File: config.mk
export PLATFORM = sky130hd
export DESIGN_NAME = ccs_context_control
export DESIGN_NICKNAME = d
export VERILOG_FILES = /design/src/common/ccs_pkg.sv /design/src/design/ccs_restart_ctrl.sv /design/src/design/ccs_context_control.sv
export SDC_FILE = /design/constraint.sdc
export NUM_CORES = 1
export LEC_CHECK = 0
export BUFFER_PORTS_ARGS = -buffer_cell sky130_fd_sc_hd__buf_4
export CAP_MARGIN = 20
export CORE_MARGIN = 2
export CORE_UTILIZATION = 37
export CTS_BUF_LIST = sky130_fd_sc_hd__clkbuf_16
export DETAILED_ROUTE_END_ITERATION = 8
export GPL_TIMING_DRIVEN = 0
export PLACE_DENSITY = 0.76
export REMOVE_ABC_BUFFERS = 1
export SLEW_MARGIN = 20
export SYNTH_ARGS = -nofsm -noshare
export SYNTH_HDL_FRONTEND = slang
export SYNTH_SLANG_ARGS = --single-unit
File: constraint.sdc
create_clock -name clock -period 1.02 [get_ports clock]
set_clock_uncertainty 0.05 [all_clocks]
set_input_delay 0.102 -clock clock [delete_from_list [all_inputs] [get_ports clock]]
set_output_delay 0.102 -clock clock [all_outputs]
set_load 0.03 [all_outputs]
File: src/common/ccs_pkg.sv
package ccs_pkg;

  localparam int           CCS_REG_W       = 16;
  localparam int           CCS_PIX_W       = 8;
  localparam logic [15:0]  CCS_RESET_VALUE = 16'h0000;

  // bit positions inside the context switch control register
  localparam int           CCS_BIT_HBLANK  = 0;
  localparam int           CCS_BIT_VBLANK  = 1;
  localparam int           CCS_BIT_LED     = 2;
  localparam int           CCS_BIT_RDMODE  = 3;
  localparam int           CCS_BIT_FBLANK  = 6;
  localparam int           CCS_BIT_XENON   = 7;
  localparam int           CCS_BIT_GAMMA   = 8;
  localparam int           CCS_BIT_FMT2    = 9;
  localparam int           CCS_BIT_RESIZE  = 10;
  localparam int           CCS_BIT_DEFECT  = 12;
  localparam int           CCS_BIT_RESTART = 15;

  // bits that exist; all others are reserved and read as zero
  localparam logic [15:0]  CCS_IMPL_MASK   = 16'h97cf;

  localparam logic         CCS_CTX_A       = 1'b0;
  localparam logic         CCS_CTX_B       = 1'b1;

  typedef struct packed {
    logic defect;
    logic resize;
    logic fmt2;
    logic gamma;
    logic readMode;
    logic vBlank;
    logic hBlank;
  } ccs_ctx_s;

  typedef struct packed {
    logic                 valid;
    logic                 frameStart;
    logic [CCS_PIX_W-1:0] data;
  } ccs_pix_s;

  function automatic ccs_ctx_s ccs_ctx_of(input logic [15:0] r);
    ccs_ctx_s c;
    c.defect   = r[CCS_BIT_DEFECT];
    c.resize   = r[CCS_BIT_RESIZE];
    c.fmt2     = r[CCS_BIT_FMT2];
    c.gamma    = r[CCS_BIT_GAMMA];
    c.readMode = r[CCS_BIT_RDMODE];
    c.vBlank   = r[CCS_BIT_VBLANK];
    c.hBlank   = r[CCS_BIT_HBLANK];
    return c;
  endfunction : ccs_ctx_of

endpackage : ccs_pkg

File: src/design/ccs_restart_ctrl.sv
`timescale 1ns/100ps
`default_nettype none
module ccs_restart_ctrl
  import ccs_pkg::*;
(
  input  wire logic clock,
  input  wire logic nrst,
  input  wire logic launch,
  input  wire logic sensorRestartDone,
  output logic      restartReq,
  output logic      restartClear
);

  typedef enum logic [1:0] {ST_IDLE, ST_REQ, ST_WAIT} ccs_rst_state_e;

  ccs_rst_state_e state;
  ccs_rst_state_e next_state;

  always_comb
  begin
    next_state   = state;
    restartReq   = 1'b0;
    restartClear = 1'b0;
    case (state)
      ST_IDLE:
      begin
        if (launch)
          next_state = ST_REQ;
      end
      ST_REQ:
      begin
        restartReq = 1'b1;
        next_state = launch ? ST_REQ : ST_WAIT;
      end
      ST_WAIT:
      begin
        // a fresh update restarts the handshake so its context is honoured
        if (launch)
          next_state = ST_REQ;
        else if (sensorRestartDone)
        begin
          restartClear = 1'b1;
          next_state   = ST_IDLE;
        end
      end
      default:
        next_state = ST_IDLE;
    endcase
  end

  always_ff @(posedge clock)
  begin
    if (!nrst)
      state <= ST_IDLE;
    else
      state <= next_state;
  end

endmodule : ccs_restart_ctrl
`default_nettype wire

File: src/design/ccs_context_control.sv
// Behaviour
// - each context bit picks set A when 0, set B when 1.
// - update with bit 15 set requests a sensor restart; clear means none.
// - bit 15 clears itself once the sensor restart has happened.
// - bit 12 picks defect correction set A or B.
// - bit 10 picks resize and zoom set A or B.
// - bit 9 picks output format 2 configuration A or B.
// - bit 8 picks gamma table A or B.
// - bit 6 set stops frames reaching the host pixel output.
// - frame blanking is mainly driven by the internal sequencer.
// - bit 3 picks sensor read mode context A or B.
// - bit 2 drives the LED flash directly.
// - bit 1 picks vertical blanking set A or B.
// - bit 0 picks horizontal blanking set A or B.
`timescale 1ns/100ps
`default_nettype none
module ccs_context_control
  import ccs_pkg::*;
#(
  parameter logic [CCS_REG_W-1:0] RESET_VALUE = CCS_RESET_VALUE
)
(
  input  wire logic                 clock,
  input  wire logic                 nrst,
  input  wire logic                 hostWrEn,
  input  wire logic [CCS_REG_W-1:0] hostWrData,
  input  wire logic                 seqWrEn,
  input  wire logic [CCS_REG_W-1:0] seqWrData,
  output logic      [CCS_REG_W-1:0] rdData,
  input  wire logic                 sensorRestartDone,
  output logic                      restartReq,
  output ccs_ctx_s                  ctxSel,
  output logic                      ledFlashOn,
  output logic                      xenonArmed,
  input  wire ccs_pix_s             pixIn,
  output ccs_pix_s                  pixOut
);

  logic [CCS_REG_W-1:0] ctrl;
  logic [CCS_REG_W-1:0] next_ctrl;
  logic                 blankFrame;
  logic                 next_blankFrame;
  ccs_pix_s             next_pixOut;
  logic                 wrEn;
  logic [CCS_REG_W-1:0] wrData;
  logic                 launch;
  logic                 restartClear;

  // host and sequencer share the register; the host wins a same-cycle clash
  assign wrEn   = hostWrEn | seqWrEn;
  assign wrData = hostWrEn ? hostWrData : seqWrData;
  assign launch = wrEn & wrData[CCS_BIT_RESTART];

  ccs_restart_ctrl u_restart (
    .clock             (clock),
    .nrst              (nrst),
    .launch            (launch),
    .sensorRestartDone (sensorRestartDone),
    .restartReq        (restartReq),
    .restartClear      (restartClear)
  );

  always_comb
  begin
    next_ctrl = ctrl;
    if (restartClear)
      next_ctrl[CCS_BIT_RESTART] = 1'b0;
    // a write in the same cycle as the self-clear wins
    if (wrEn)
      next_ctrl = wrData & CCS_IMPL_MASK;
  end

  always_ff @(posedge clock)
  begin
    if (!nrst)
      ctrl <= RESET_VALUE & CCS_IMPL_MASK;
    else
      ctrl <= next_ctrl;
  end

  assign rdData = ctrl;

  // selects follow the register directly, as the pipelines expect
  assign ctxSel     = ccs_ctx_of(ctrl);
  assign ledFlashOn = ctrl[CCS_BIT_LED];
  assign xenonArmed = ctrl[CCS_BIT_XENON];

  // blanking is sampled at frame start so the host never sees half a frame
  always_comb
  begin
    next_blankFrame = blankFrame;
    if (pixIn.valid && pixIn.frameStart)
      next_blankFrame = ctrl[CCS_BIT_FBLANK];
    next_pixOut       = pixIn;
    next_pixOut.valid = pixIn.valid &&
                        !(pixIn.frameStart ? ctrl[CCS_BIT_FBLANK] : blankFrame);
  end

  always_ff @(posedge clock)
  begin
    if (!nrst)
    begin
      blankFrame <= 1'b0;
      pixOut     <= '0;
    end
    else
    begin
      blankFrame <= next_blankFrame;
      pixOut     <= next_pixOut;
    end
  end
endmodule : ccs_context_control
`default_nettype wire

==> impl_summary.md, run 1 <==
CTS
The root buffer cell chosen for the clock tree is clkbuf_16. In this run the number of H-tree levels came out at 1. Clock-pin slew was measured on the worst setup and hold paths at 0.06 ns.

TritonCTS built the clock tree. The number of clock buffers inserted by TritonCTS is 3. The clock sink count is 24. The buffer levels on the longest clock path is 2. The clock insertion delay at the later pin of the skew report is 0.25 ns. The total of hold buffers inserted after clock tree synthesis is 0.

Global route
In the global route stage, overall resource usage came out at 0.150. Entering global routing, the biggest net connects 26 pins. The global-route wire length before repair is 3670 um. Summed over all layers, the global routing overflow is 0. The number of antenna violations at the first check in global routing is 0. The via count of the first global-routing pass is 841.

Drt
The average wire per standard cell is 11.8 um. The count of nets left with antenna violations once routing finished came out at 0. The routed wire length is 2250 um. In the routed design, unresolved DRC markers number 0.

The pre-antenna-repair detailed-routing pass consisted of 4 iterations. The starting DRC count in detailed routing is 15. The routed layout has between 800 and 900 vias. The vias per cell is 4.64.

Floorplanning
The overall die height is 55.7 um. The number of I/O pins is 83. In this run the standard cell core region covers 0.00250 mm^2.

The initial utilization of the core area, before any placement, comes to 0.396. The number of placement rows is 18. The die extent in x is ~56 um.

The area of the die is 0.00310 mm^2.

Cells and area
The area growth from synthesis to layout is 53.9%. For this run, the share of the core covered by cells in the final layout is 0.609. Of the cells placed in the final design, the portion with a size suffix greater than 1 is 0.478. In the final design database the tool counted 209 nets. The cell area after layout is roughly 0.0015 mm^2. 0 antenna diodes ended up in the layout. In the layout the commonest cells are buf_4, dfxtp_1, mux2i_1. The library cell used most frequently in the layout, excluding fill and tap cells, is buf_4.

Timing
The maximum operating frequency is between 900 and 1000 MHz. For the finished layout, the period the worst path requires is 1.06 ns. The final number of setup-violating endpoints is 1. The number of hold violations in the final report is 0. Setup repair after global routing could not meet its margin everywhere. The final critical-path setup slack is -0.0377 ns. Of the available clock period, the critical path in the final layout requires 1.04. The number of max-slew violations in the final report came to 0.

Critical path
Of all nets on the critical path, the largest fanout is 2. The number of cells on the worst reg-to-reg path is 4. The endpoint arrival time on the critical path is 0.91 ns. The worst setup path is captured at an output pin. The critical path is of the register to output pin type. The worst setup path is launched from a register. For the worst setup path, the data required time is roughly 0.87 ns.

Yosys
Synthesis produced 103 cells. In this run, distinct cell masters in the synthesized netlist total 23. The count of flip-flops with a built-in enable after synthesis is 0. Of the synthesized area, sequential elements account for 0.485. The number of register bits inferred by synthesis is 24. The total number of yosys warnings is 0. The most common flop cell mapped by yosys is dfxtp_1. The mean area per synthesized cell is about 9.6 um^2. Counting flops with an async set or reset pin after synthesis yields a share of 0. The cell area that synthesis handed to floorplanning was 990 um^2.

Power and ir drop
The worst voltage drop across the vdd grid is 0.00155 V. Power spread over the standard cell area amounts to 1580 mW/mm^2. In this run the static leakage power is 0.769 nW.

Run status
The checks that failed: negative setup slack. The run finished, with violations left.

Placement
The total placed instance area is about 0.0014 mm^2. At the end of routability-driven placement, the weighted congestion stood at 0.774. The detailed-placement wirelength estimate is 1700 um. In this run the tool buffered the top-level ports with 67 buffer cells.

Hold path
The type of the worst min-delay path is input pin to register. Along the worst hold path, the cell count comes to 2.

Flow run
The tool flagged a number of max-cap violations equal to 0.
## worst max-delay path: stages (launching register included)
cell and delay (ns):
dfxtp_2 0.32, and2b_1 0.21, buf_6 0.13
## layer usage
metal,GRT usage,wire (um),up-vias
met5,0,0,-
met4,0.0732,32,0
met3,0.0535,229,2
met2,0.255,1110,48
met1,0.163,883,395
li1,-,-,442
## cell families (layout without fill, tap and decap cells)
| kind of cell | Yosys count | in the layout | synth area share |
|---|---|---|---|
| DFF | 24 | 24 | 0.485 |
| and+or+nand+nor | 24 | 24 | 0.139 |
| AOI/OAI and AO/OA | 23 | 23 | 0.121 |
| buffers and inverters | 20 | 74 | 0.139 |
| muxes | 11 | 11 | 0.111 |
| other | 1 | 5 | 0.00379 |
## registers in the layout, summed over array words and instances, names as in the netlist
name,cells
u_restart.state,2
blankFrame,1
rdData,11
pixOut,10
## final timing paths
check | startpoint | slack (ns) | endpoint
setup / recovery | u_restart.state[1] | -0.04 | restartReq
hold / removal | pixIn[2] | 0.007 | pixOut[2]
setup reg to reg | u_restart.state[1] | 0.06 | u_restart.state[1]
hold reg to reg | blankFrame | 0.42 | blankFrame
## synthesized netlist by cell type, types with 2 or more instances
library cell   n  area share
dfxtp_1       24        0.49
buf_4         14        0.11
mux2i_1       11        0.11
a21oi_1       10       0.051
and2_1         9       0.057
o21ai_0        8       0.040
nand2_1        6       0.023
o21ai_1        3       0.015
and3_1         2       0.013
clkbuf_1       2      0.0076
nor3b_1        2       0.015
## power breakdown
group	leakage, nW	internal [W]	switching (W)
clock network	0.0385	0.000522	0.000300
registers	0.200	0.000998	0.0000337
logic	0.530	0.000248	0.000311
## stage by stage
step           TNS, ns  total power [W]  instances  hold slack (ns)  worst slack (ns)
2_1_floorplan   -0.423          0.00133         88            0.162           -0.0451
5_1_grt        -0.0800          0.00252        191          0.00820           -0.0766
4_1_cts        -0.0388          0.00244        191          0.00546           -0.0388
3_3_place_gp         0          0.00159        185            0.263             0.136
6_report       -0.0377          0.00241        191          0.00663           -0.0377
3_5_place_dp         0          0.00161        185            0.265             0.115
## area by class of cell
type                            count  area [um^2]
Fill cell                         215          977
Timing Repair Buffer               69          522
Sequential cell                    24          483
Multi-Input combinational cell     63          398
Clock buffer                        3         75.1
Tap cell                           30         37.5
Clock inverter                      1         3.75
Inverter                            1         3.75
## repair_timing
| item | CTS | global route |
|---|---|---|
| pin swaps | 0 | 0 |
| gates resized for setup | 2 | 3 |
| hold endpoints to repair | 0 | 0 |
| endpoints found under the setup margin | 1 | 3 |
| gates cloned | 0 | 0 |
| buffers inserted | 2 | 0 |
Power figures use the tool's default switching activity.
==> run 2, diff against run 1 <==
--- a/config.mk
+++ b/config.mk
@@ -7,7 +7,7 @@
 export LEC_CHECK = 0
 export BUFFER_PORTS_ARGS = -buffer_cell sky130_fd_sc_hd__buf_4
 export CAP_MARGIN = 20
-export CORE_MARGIN = 2
+export CORE_MARGIN = 3
 export CORE_UTILIZATION = 37
 export CTS_BUF_LIST = sky130_fd_sc_hd__clkbuf_16
 export DETAILED_ROUTE_END_ITERATION = 8
==> impl_summary.md, run 2 (synthesis results as in run 1) <==
Run status
The run finished, with violations left. The final reports fail on negative setup slack.

Hold path
In this run the most critical hold path is launched from pixIn[6]. The worst hold path passes through 2 cells. The path class of the tightest hold or removal check is input pin to register. The hold-critical path endpoint is pixOut[6].

Drt
The total iterations of the first detailed-routing run is 2. The routed wire length is 2350 um. The vias per cell is 4.62. The final route contains 883 vias. After detailed routing, the average wire length per cell comes to 12.3 um. The starting DRC count in detailed routing is 9. The post-detailed-route count of antenna-violating nets is 0.

After detailed routing, the number of remaining DRC violations is 0.

Critical path
The endpoint arrival time on the critical path is 0.92 ns. The worst reg-to-reg path cell count is 4. The kind of end point of the critical path is an output pin. Setup slack on the worst reg-to-reg path comes out at 0.05 ns. The worst register-to-register path ends at u_restart.state[1]. At the worst endpoint, the required time is 0.87 ns.

The classification of the worst setup path is register to output pin. The start of the worst register-to-register path is u_restart.state[0]. The startpoint type of the worst setup path is a register. The maximum fanout along the worst path is 4.

CTS
The TritonCTS clock tree is built. The number of clock buffers inserted by TritonCTS is 3. The cell sitting at the root of the clock tree is a clkbuf_16. The clock insertion delay at the later pin of the skew report is 0.25 ns. In this run the number of H-tree levels came out at 1.

The clock-pin slew reported for the worst setup and hold paths after clock tree synthesis is 0.06 ns. Clock tree synthesis found a total of 24 sinks. The clock passes through at most 2 buffers.

Floorplanning
The area of the die is 0.00333 mm^2. The core area is 0.00250 mm^2. In this run the vertical extent of the chip is 57.7 um. The number of placement rows is 18.

Measured along the x axis, the die boundary spans 57.7 um. The initial utilization of the core area, before any placement, comes to 0.396. The number of I/O pins is 83.

Placement
The routability congestion estimate from global placement is 0.737. Detailed placement ended at an HPWL of 1730 um. The number of input and output port buffers inserted is 67. The total placed instance area is ~0.0014 mm^2.

Timing
After layout, the minimum clock period comes to 1.07 ns. The final critical-path setup slack is -0.0534 ns. Timing would allow up to 932 MHz.

Setup repair after global routing could not meet its margin everywhere. The final-layout worst hold slack is about 0.0076 ns. The period utilization is 1.05. The final number of setup-violating endpoints is 1. The number of hold violations in the final report is 0. Setup total negative slack on the finished layout was measured at -0.0534 ns. The number of max-slew violations in the final report came to 0.

Power and ir drop
For this design the ratio of total power to cell area is 1720 mW/mm^2. IR analysis of the VDD net gives a maximum drop of about 0.0012 V. In this run the static leakage power is 0.786 nW.

Cells and area
The finished cells cover 0.00157 mm^2. In the final layout, the share of cells above drive strength 1 is 0.497. The final layout contains 209 nets. The synthesis-to-finish area growth is 58.4%.

At the end of the flow the core is filled with cells to 0.627. The leading cell type in the layout, fill and taps excluded is buf_4. The number of diodes is 0. The flip-flop count of the largest register, all copies and words added is 11. In the layout the commonest cells are buf_4, dfxtp_1, mux2i_1.

Global route
The global-route wire length before repair is 3570 um. Summed over all layers, the global routing overflow is 0. Entering global routing, the biggest net connects 26 pins.

The via count of the first global-routing pass came to a little over 800. The global router's overall resource usage is 0.138. The number of antenna violations at the first check in global routing is 0.

Flow run
The tool flagged a number of max-cap violations equal to 0.
[run 2: how the worst max path moves through the flow]
stage | slack, ns | start | cells past startpoint | endpoint
2_1_floorplan | -0.05 | rdData[0] | 2 | rdData[0]
3_3_place_gp | 0.14 | u_restart.state[0] | 3 | rdData[15]
3_5_place_dp | 0.09 | u_restart.state[0] | 3 | rdData[15]
4_1_cts | -0.05 | u_restart.state[1] | 2 | restartReq
5_1_grt | -0.11 | u_restart.state[0] | 2 | restartReq
6_report | -0.05 | u_restart.state[0] | 2 | restartReq
[run 2: metal layers]
metal,share of wire,wire (um),track usage,vias to the layer above
li1,-,-,-,442
met1,0.38,903,0.170,391
met2,0.49,1150,0.224,46
met3,0.11,267,0.0334,4
met4,0.012,29,0.0695,0
met5,0,0,0,-
[run 2: final cells by class]
| cell class | instances | area [um^2] |
|---|---|---|
| clock buffers | 3 | 75.1 |
| clock inverters | 1 | 30.0 |
| fillers | 211 | 932 |
| inverters | 1 | 3.75 |
| multi-input cells | 63 | 417 |
| flip-flops and latches | 24 | 483 |
| well taps | 30 | 37.5 |
| repair buffers | 69 | 522 |
[run 2: critical path, stage by stage, from the launching register on]
cell and delay, ns:
dfxtp_2 0.37, and2b_1 0.16, buf_6 0.13
[run 2: metrics by stage]
| step | total power, W | std cells | setup WS, ns |
|---|---|---|---|
| after detailed placement | 0.00160 | 185 | 0.0887 |
| final | 0.00269 | 191 | -0.0534 |
| after global routing | 0.00279 | 191 | -0.111 |
| after CTS | 0.00271 | 191 | -0.0511 |
| after global placement | 0.00159 | 185 | 0.142 |
| after floorplan | 0.00133 | 88 | -0.0451 |
[run 2: repair_timing]
item,CTS,global route
cloned,0,0
hold buffers,0,0
setup endpoints to repair,1,3
setup buffers,2,0
pin swaps,0,1
gates resized for setup,2,7
[run 2: power by group]
part	switching (W)	internal [W]	total (W)
registers	0.0000357	0.000998	0.00103
clock network	0.000314	0.000779	0.00109
logic	0.000312	0.000251	0.000564
total	0.000663	0.00203	0.00269
==> run 3, diff against run 2 <==
--- a/config.mk
+++ b/config.mk
@@ -7,7 +7,6 @@
 export LEC_CHECK = 0
 export BUFFER_PORTS_ARGS = -buffer_cell sky130_fd_sc_hd__buf_4
 export CAP_MARGIN = 20
-export CORE_MARGIN = 3
 export CORE_UTILIZATION = 37
 export CTS_BUF_LIST = sky130_fd_sc_hd__clkbuf_16
 export DETAILED_ROUTE_END_ITERATION = 8
==> impl_summary.md, run 3 (synthesis results as in run 1) <==
Timing
The period utilization is 1.05. The final critical-path setup slack is -0.0480 ns. The maximum operating frequency is 936 MHz.

Adding up every negative setup slack in the final design gives -0.0480 ns. The number of hold violations in the final report came to 0. Setup repair after global routing could not meet its margin everywhere.

Setup violations remaining at the end of the flow were counted as 1. The number of max-slew violations in the final report was 0. The shortest period the worst path allows is ~1.1 ns. The final-layout worst hold slack is 0.00529 ns.

Critical path
By startpoint and endpoint, the worst setup path is classified as register to output pin. Of all nets on the critical path, the largest fanout is 2. The endpoint arrival time on the critical path is 0.92 ns. On the worst path, the slowest cell contributes a delay of around 0.32 ns.

Walking the worst path, the cells encountered are and2b_1 > buf_6. The slowest stage of the critical path is the dfxtp_2 cell. The worst setup path is launched from a register. The critical path data required time is 0.87 ns.

The kind of end point of the critical path is an output pin.

Run status
The checks that failed: negative setup slack. The flow ran to the end, but the final reports show violations.

Cells and area
The leading cell type in the layout, fill and taps excluded is buf_4. The register with the most flip-flops in the layout has 11 of them. In the final layout, the share of cells above drive strength 1 is 0.494. The library cells used most frequently in the layout, excluding fill and tap cells, are buf_4, dfxtp_1, mux2i_1. The number of diodes is 0. Relative to the synthesized area, the layout overhead comes to 58.3%.

The final-layout fill cell count is approximately 220. The layout net count is 210.

Drt
The routed wire length is 2290 um. The post-detailed-route count of antenna-violating nets is 0. After detailed routing, the number of remaining DRC violations is 0. Before antenna repair, the detailed router went through 4 iterations. The detailed router finished its first iteration with 4 violations. Dividing the detail-routed via count by the number of cells gives 4.57. The detailed router placed between 800 and 900 vias in this run. In the final routed layout, each cell accounts on average for 11.9 um.

Global route
The number of antenna violations at the first check in global routing was 0. Summed over all layers, the global routing overflow is 0. The via count of the first global-routing pass is around 730.

The global-route wire length before repair is 3060 um. Across every metal layer, demand over resource in global routing totals 0.150. Entering global routing, the biggest net connects 26 pins.

CTS
The cell chosen for the clock root is clkbuf_16. The buffer levels on the longest clock path is 2. For this design, the sink count on the clock tree is 24.

The number of clock buffers inserted by TritonCTS is 3. The maximum level of the CTS H-tree is 1. The clock-pin slew reported for the worst setup and hold paths after clock tree synthesis is 0.06 ns. The later pin in the worst-skew pair is clocked with a latency of about 0.25 ns.

The TritonCTS clock tree is built.

Floorplanning
The die extent in x is 53.7 um. The die covers 0.00289 mm^2. The core area is 0.00250 mm^2. 83 I/O pins were placed. The die is 53.7 um tall.

The number of placement rows is 18. The effective utilization at floorplan is 0.396.

Power and ir drop
The share of total power dissipated in sequential elements is 0.383. Summing internal, switching and leakage power gives roughly 0.0027 W. The worst-case IR drop observed on VDD is roughly 0.0010 V. The power density over the cells is 1720 mW/mm^2. The share of power burned in the clock network is 0.407. The internal portion of the total power is 0.00203 W. Summed over all cells, the static leakage comes to 0.788 nW. The share of total power dissipated in combinational logic is 0.210.

The switching power share of the total is 0.247. Summed over all nets, the switching power comes to about 0.00066 W.

Placement
The number of input and output port buffers inserted is 67. Summed over all nets, the half-perimeter wirelength after detailed placement is 1560 um. The routability congestion estimate from global placement is 0.651.

Flow run
The number of max-capacitance violations reported is 0.

Hold path
The type of the worst min-delay path is input pin to register.
-- run 3: critical path: cells and delay by family, from the launching register on --
family,cells,cell delay (ns)
flip-flops,1,0.32
AND/OR/NAND/NOR,1,0.21
buffers and inverters,1,0.13
-- run 3: what timing repair did --
item                       4_1_cts  5_1_grt
hold endpoints to repair         0        1
setup buffers                    2        0
setup endpoints to repair        1        3
resized for setup                2        5
hold buffers                     0        1
pin swaps                        0        1
-- run 3: final cells by class --
class,instances,area [um^2],share of cell area
sequential,24,483,0.308
clock inverter,1,30.0,0.0192
multi-input combinational,63,405,0.259
clock buffer,3,75.1,0.0479
inverter,1,3.75,0.00240
tap,30,37.5,0.0240
timing repair buffer,70,532,0.339
-- run 3: power groups by stage --
stage                     logic, W  clock network (W)  registers (W)
after global placement    0.000542                  0        0.00105
final                     0.000564            0.00110        0.00103
after detailed placement  0.000549                  0        0.00105
after CTS                 0.000558            0.00111        0.00103
after floorplan           0.000118                  0        0.00121
after global routing      0.000600            0.00117        0.00104
-- run 3: path summary, 6_finish.rpt --
| kind | start | end | slack [ns] | cells after the start |
|---|---|---|---|---|
| worst min register to register | blankFrame | blankFrame | 0.41 | 2 |
| worst min-delay path | pixIn[3] | pixOut[3] | 0.005 | 2 |
| worst max register to register | u_restart.state[1] | u_restart.state[1] | 0.03 | 4 |
| worst max-delay path | u_restart.state[1] | restartReq | -0.05 | 2 |
-- run 3: metrics by stage --
step	instance area (um^2)	instances	setup slack, ns	utilization
final	1570	192	-0.0480	0.627
after global routing	1570	192	-0.0840	0.627
after CTS	1540	191	-0.0401	0.615
after detailed placement	1410	185	0.123	0.565
after global placement	1410	185	0.143	0.565
after floorplan	871	88	-0.0451	-
-- run 3: per-layer routing --
metal / wire, um / track usage / share of wire
met5: 0 / 0 / 0
met4: 17 / 0.0658 / 0.0074
met3: 219 / 0.0424 / 0.095
met2: 1160 / 0.274 / 0.50
met1: 900 / 0.156 / 0.39
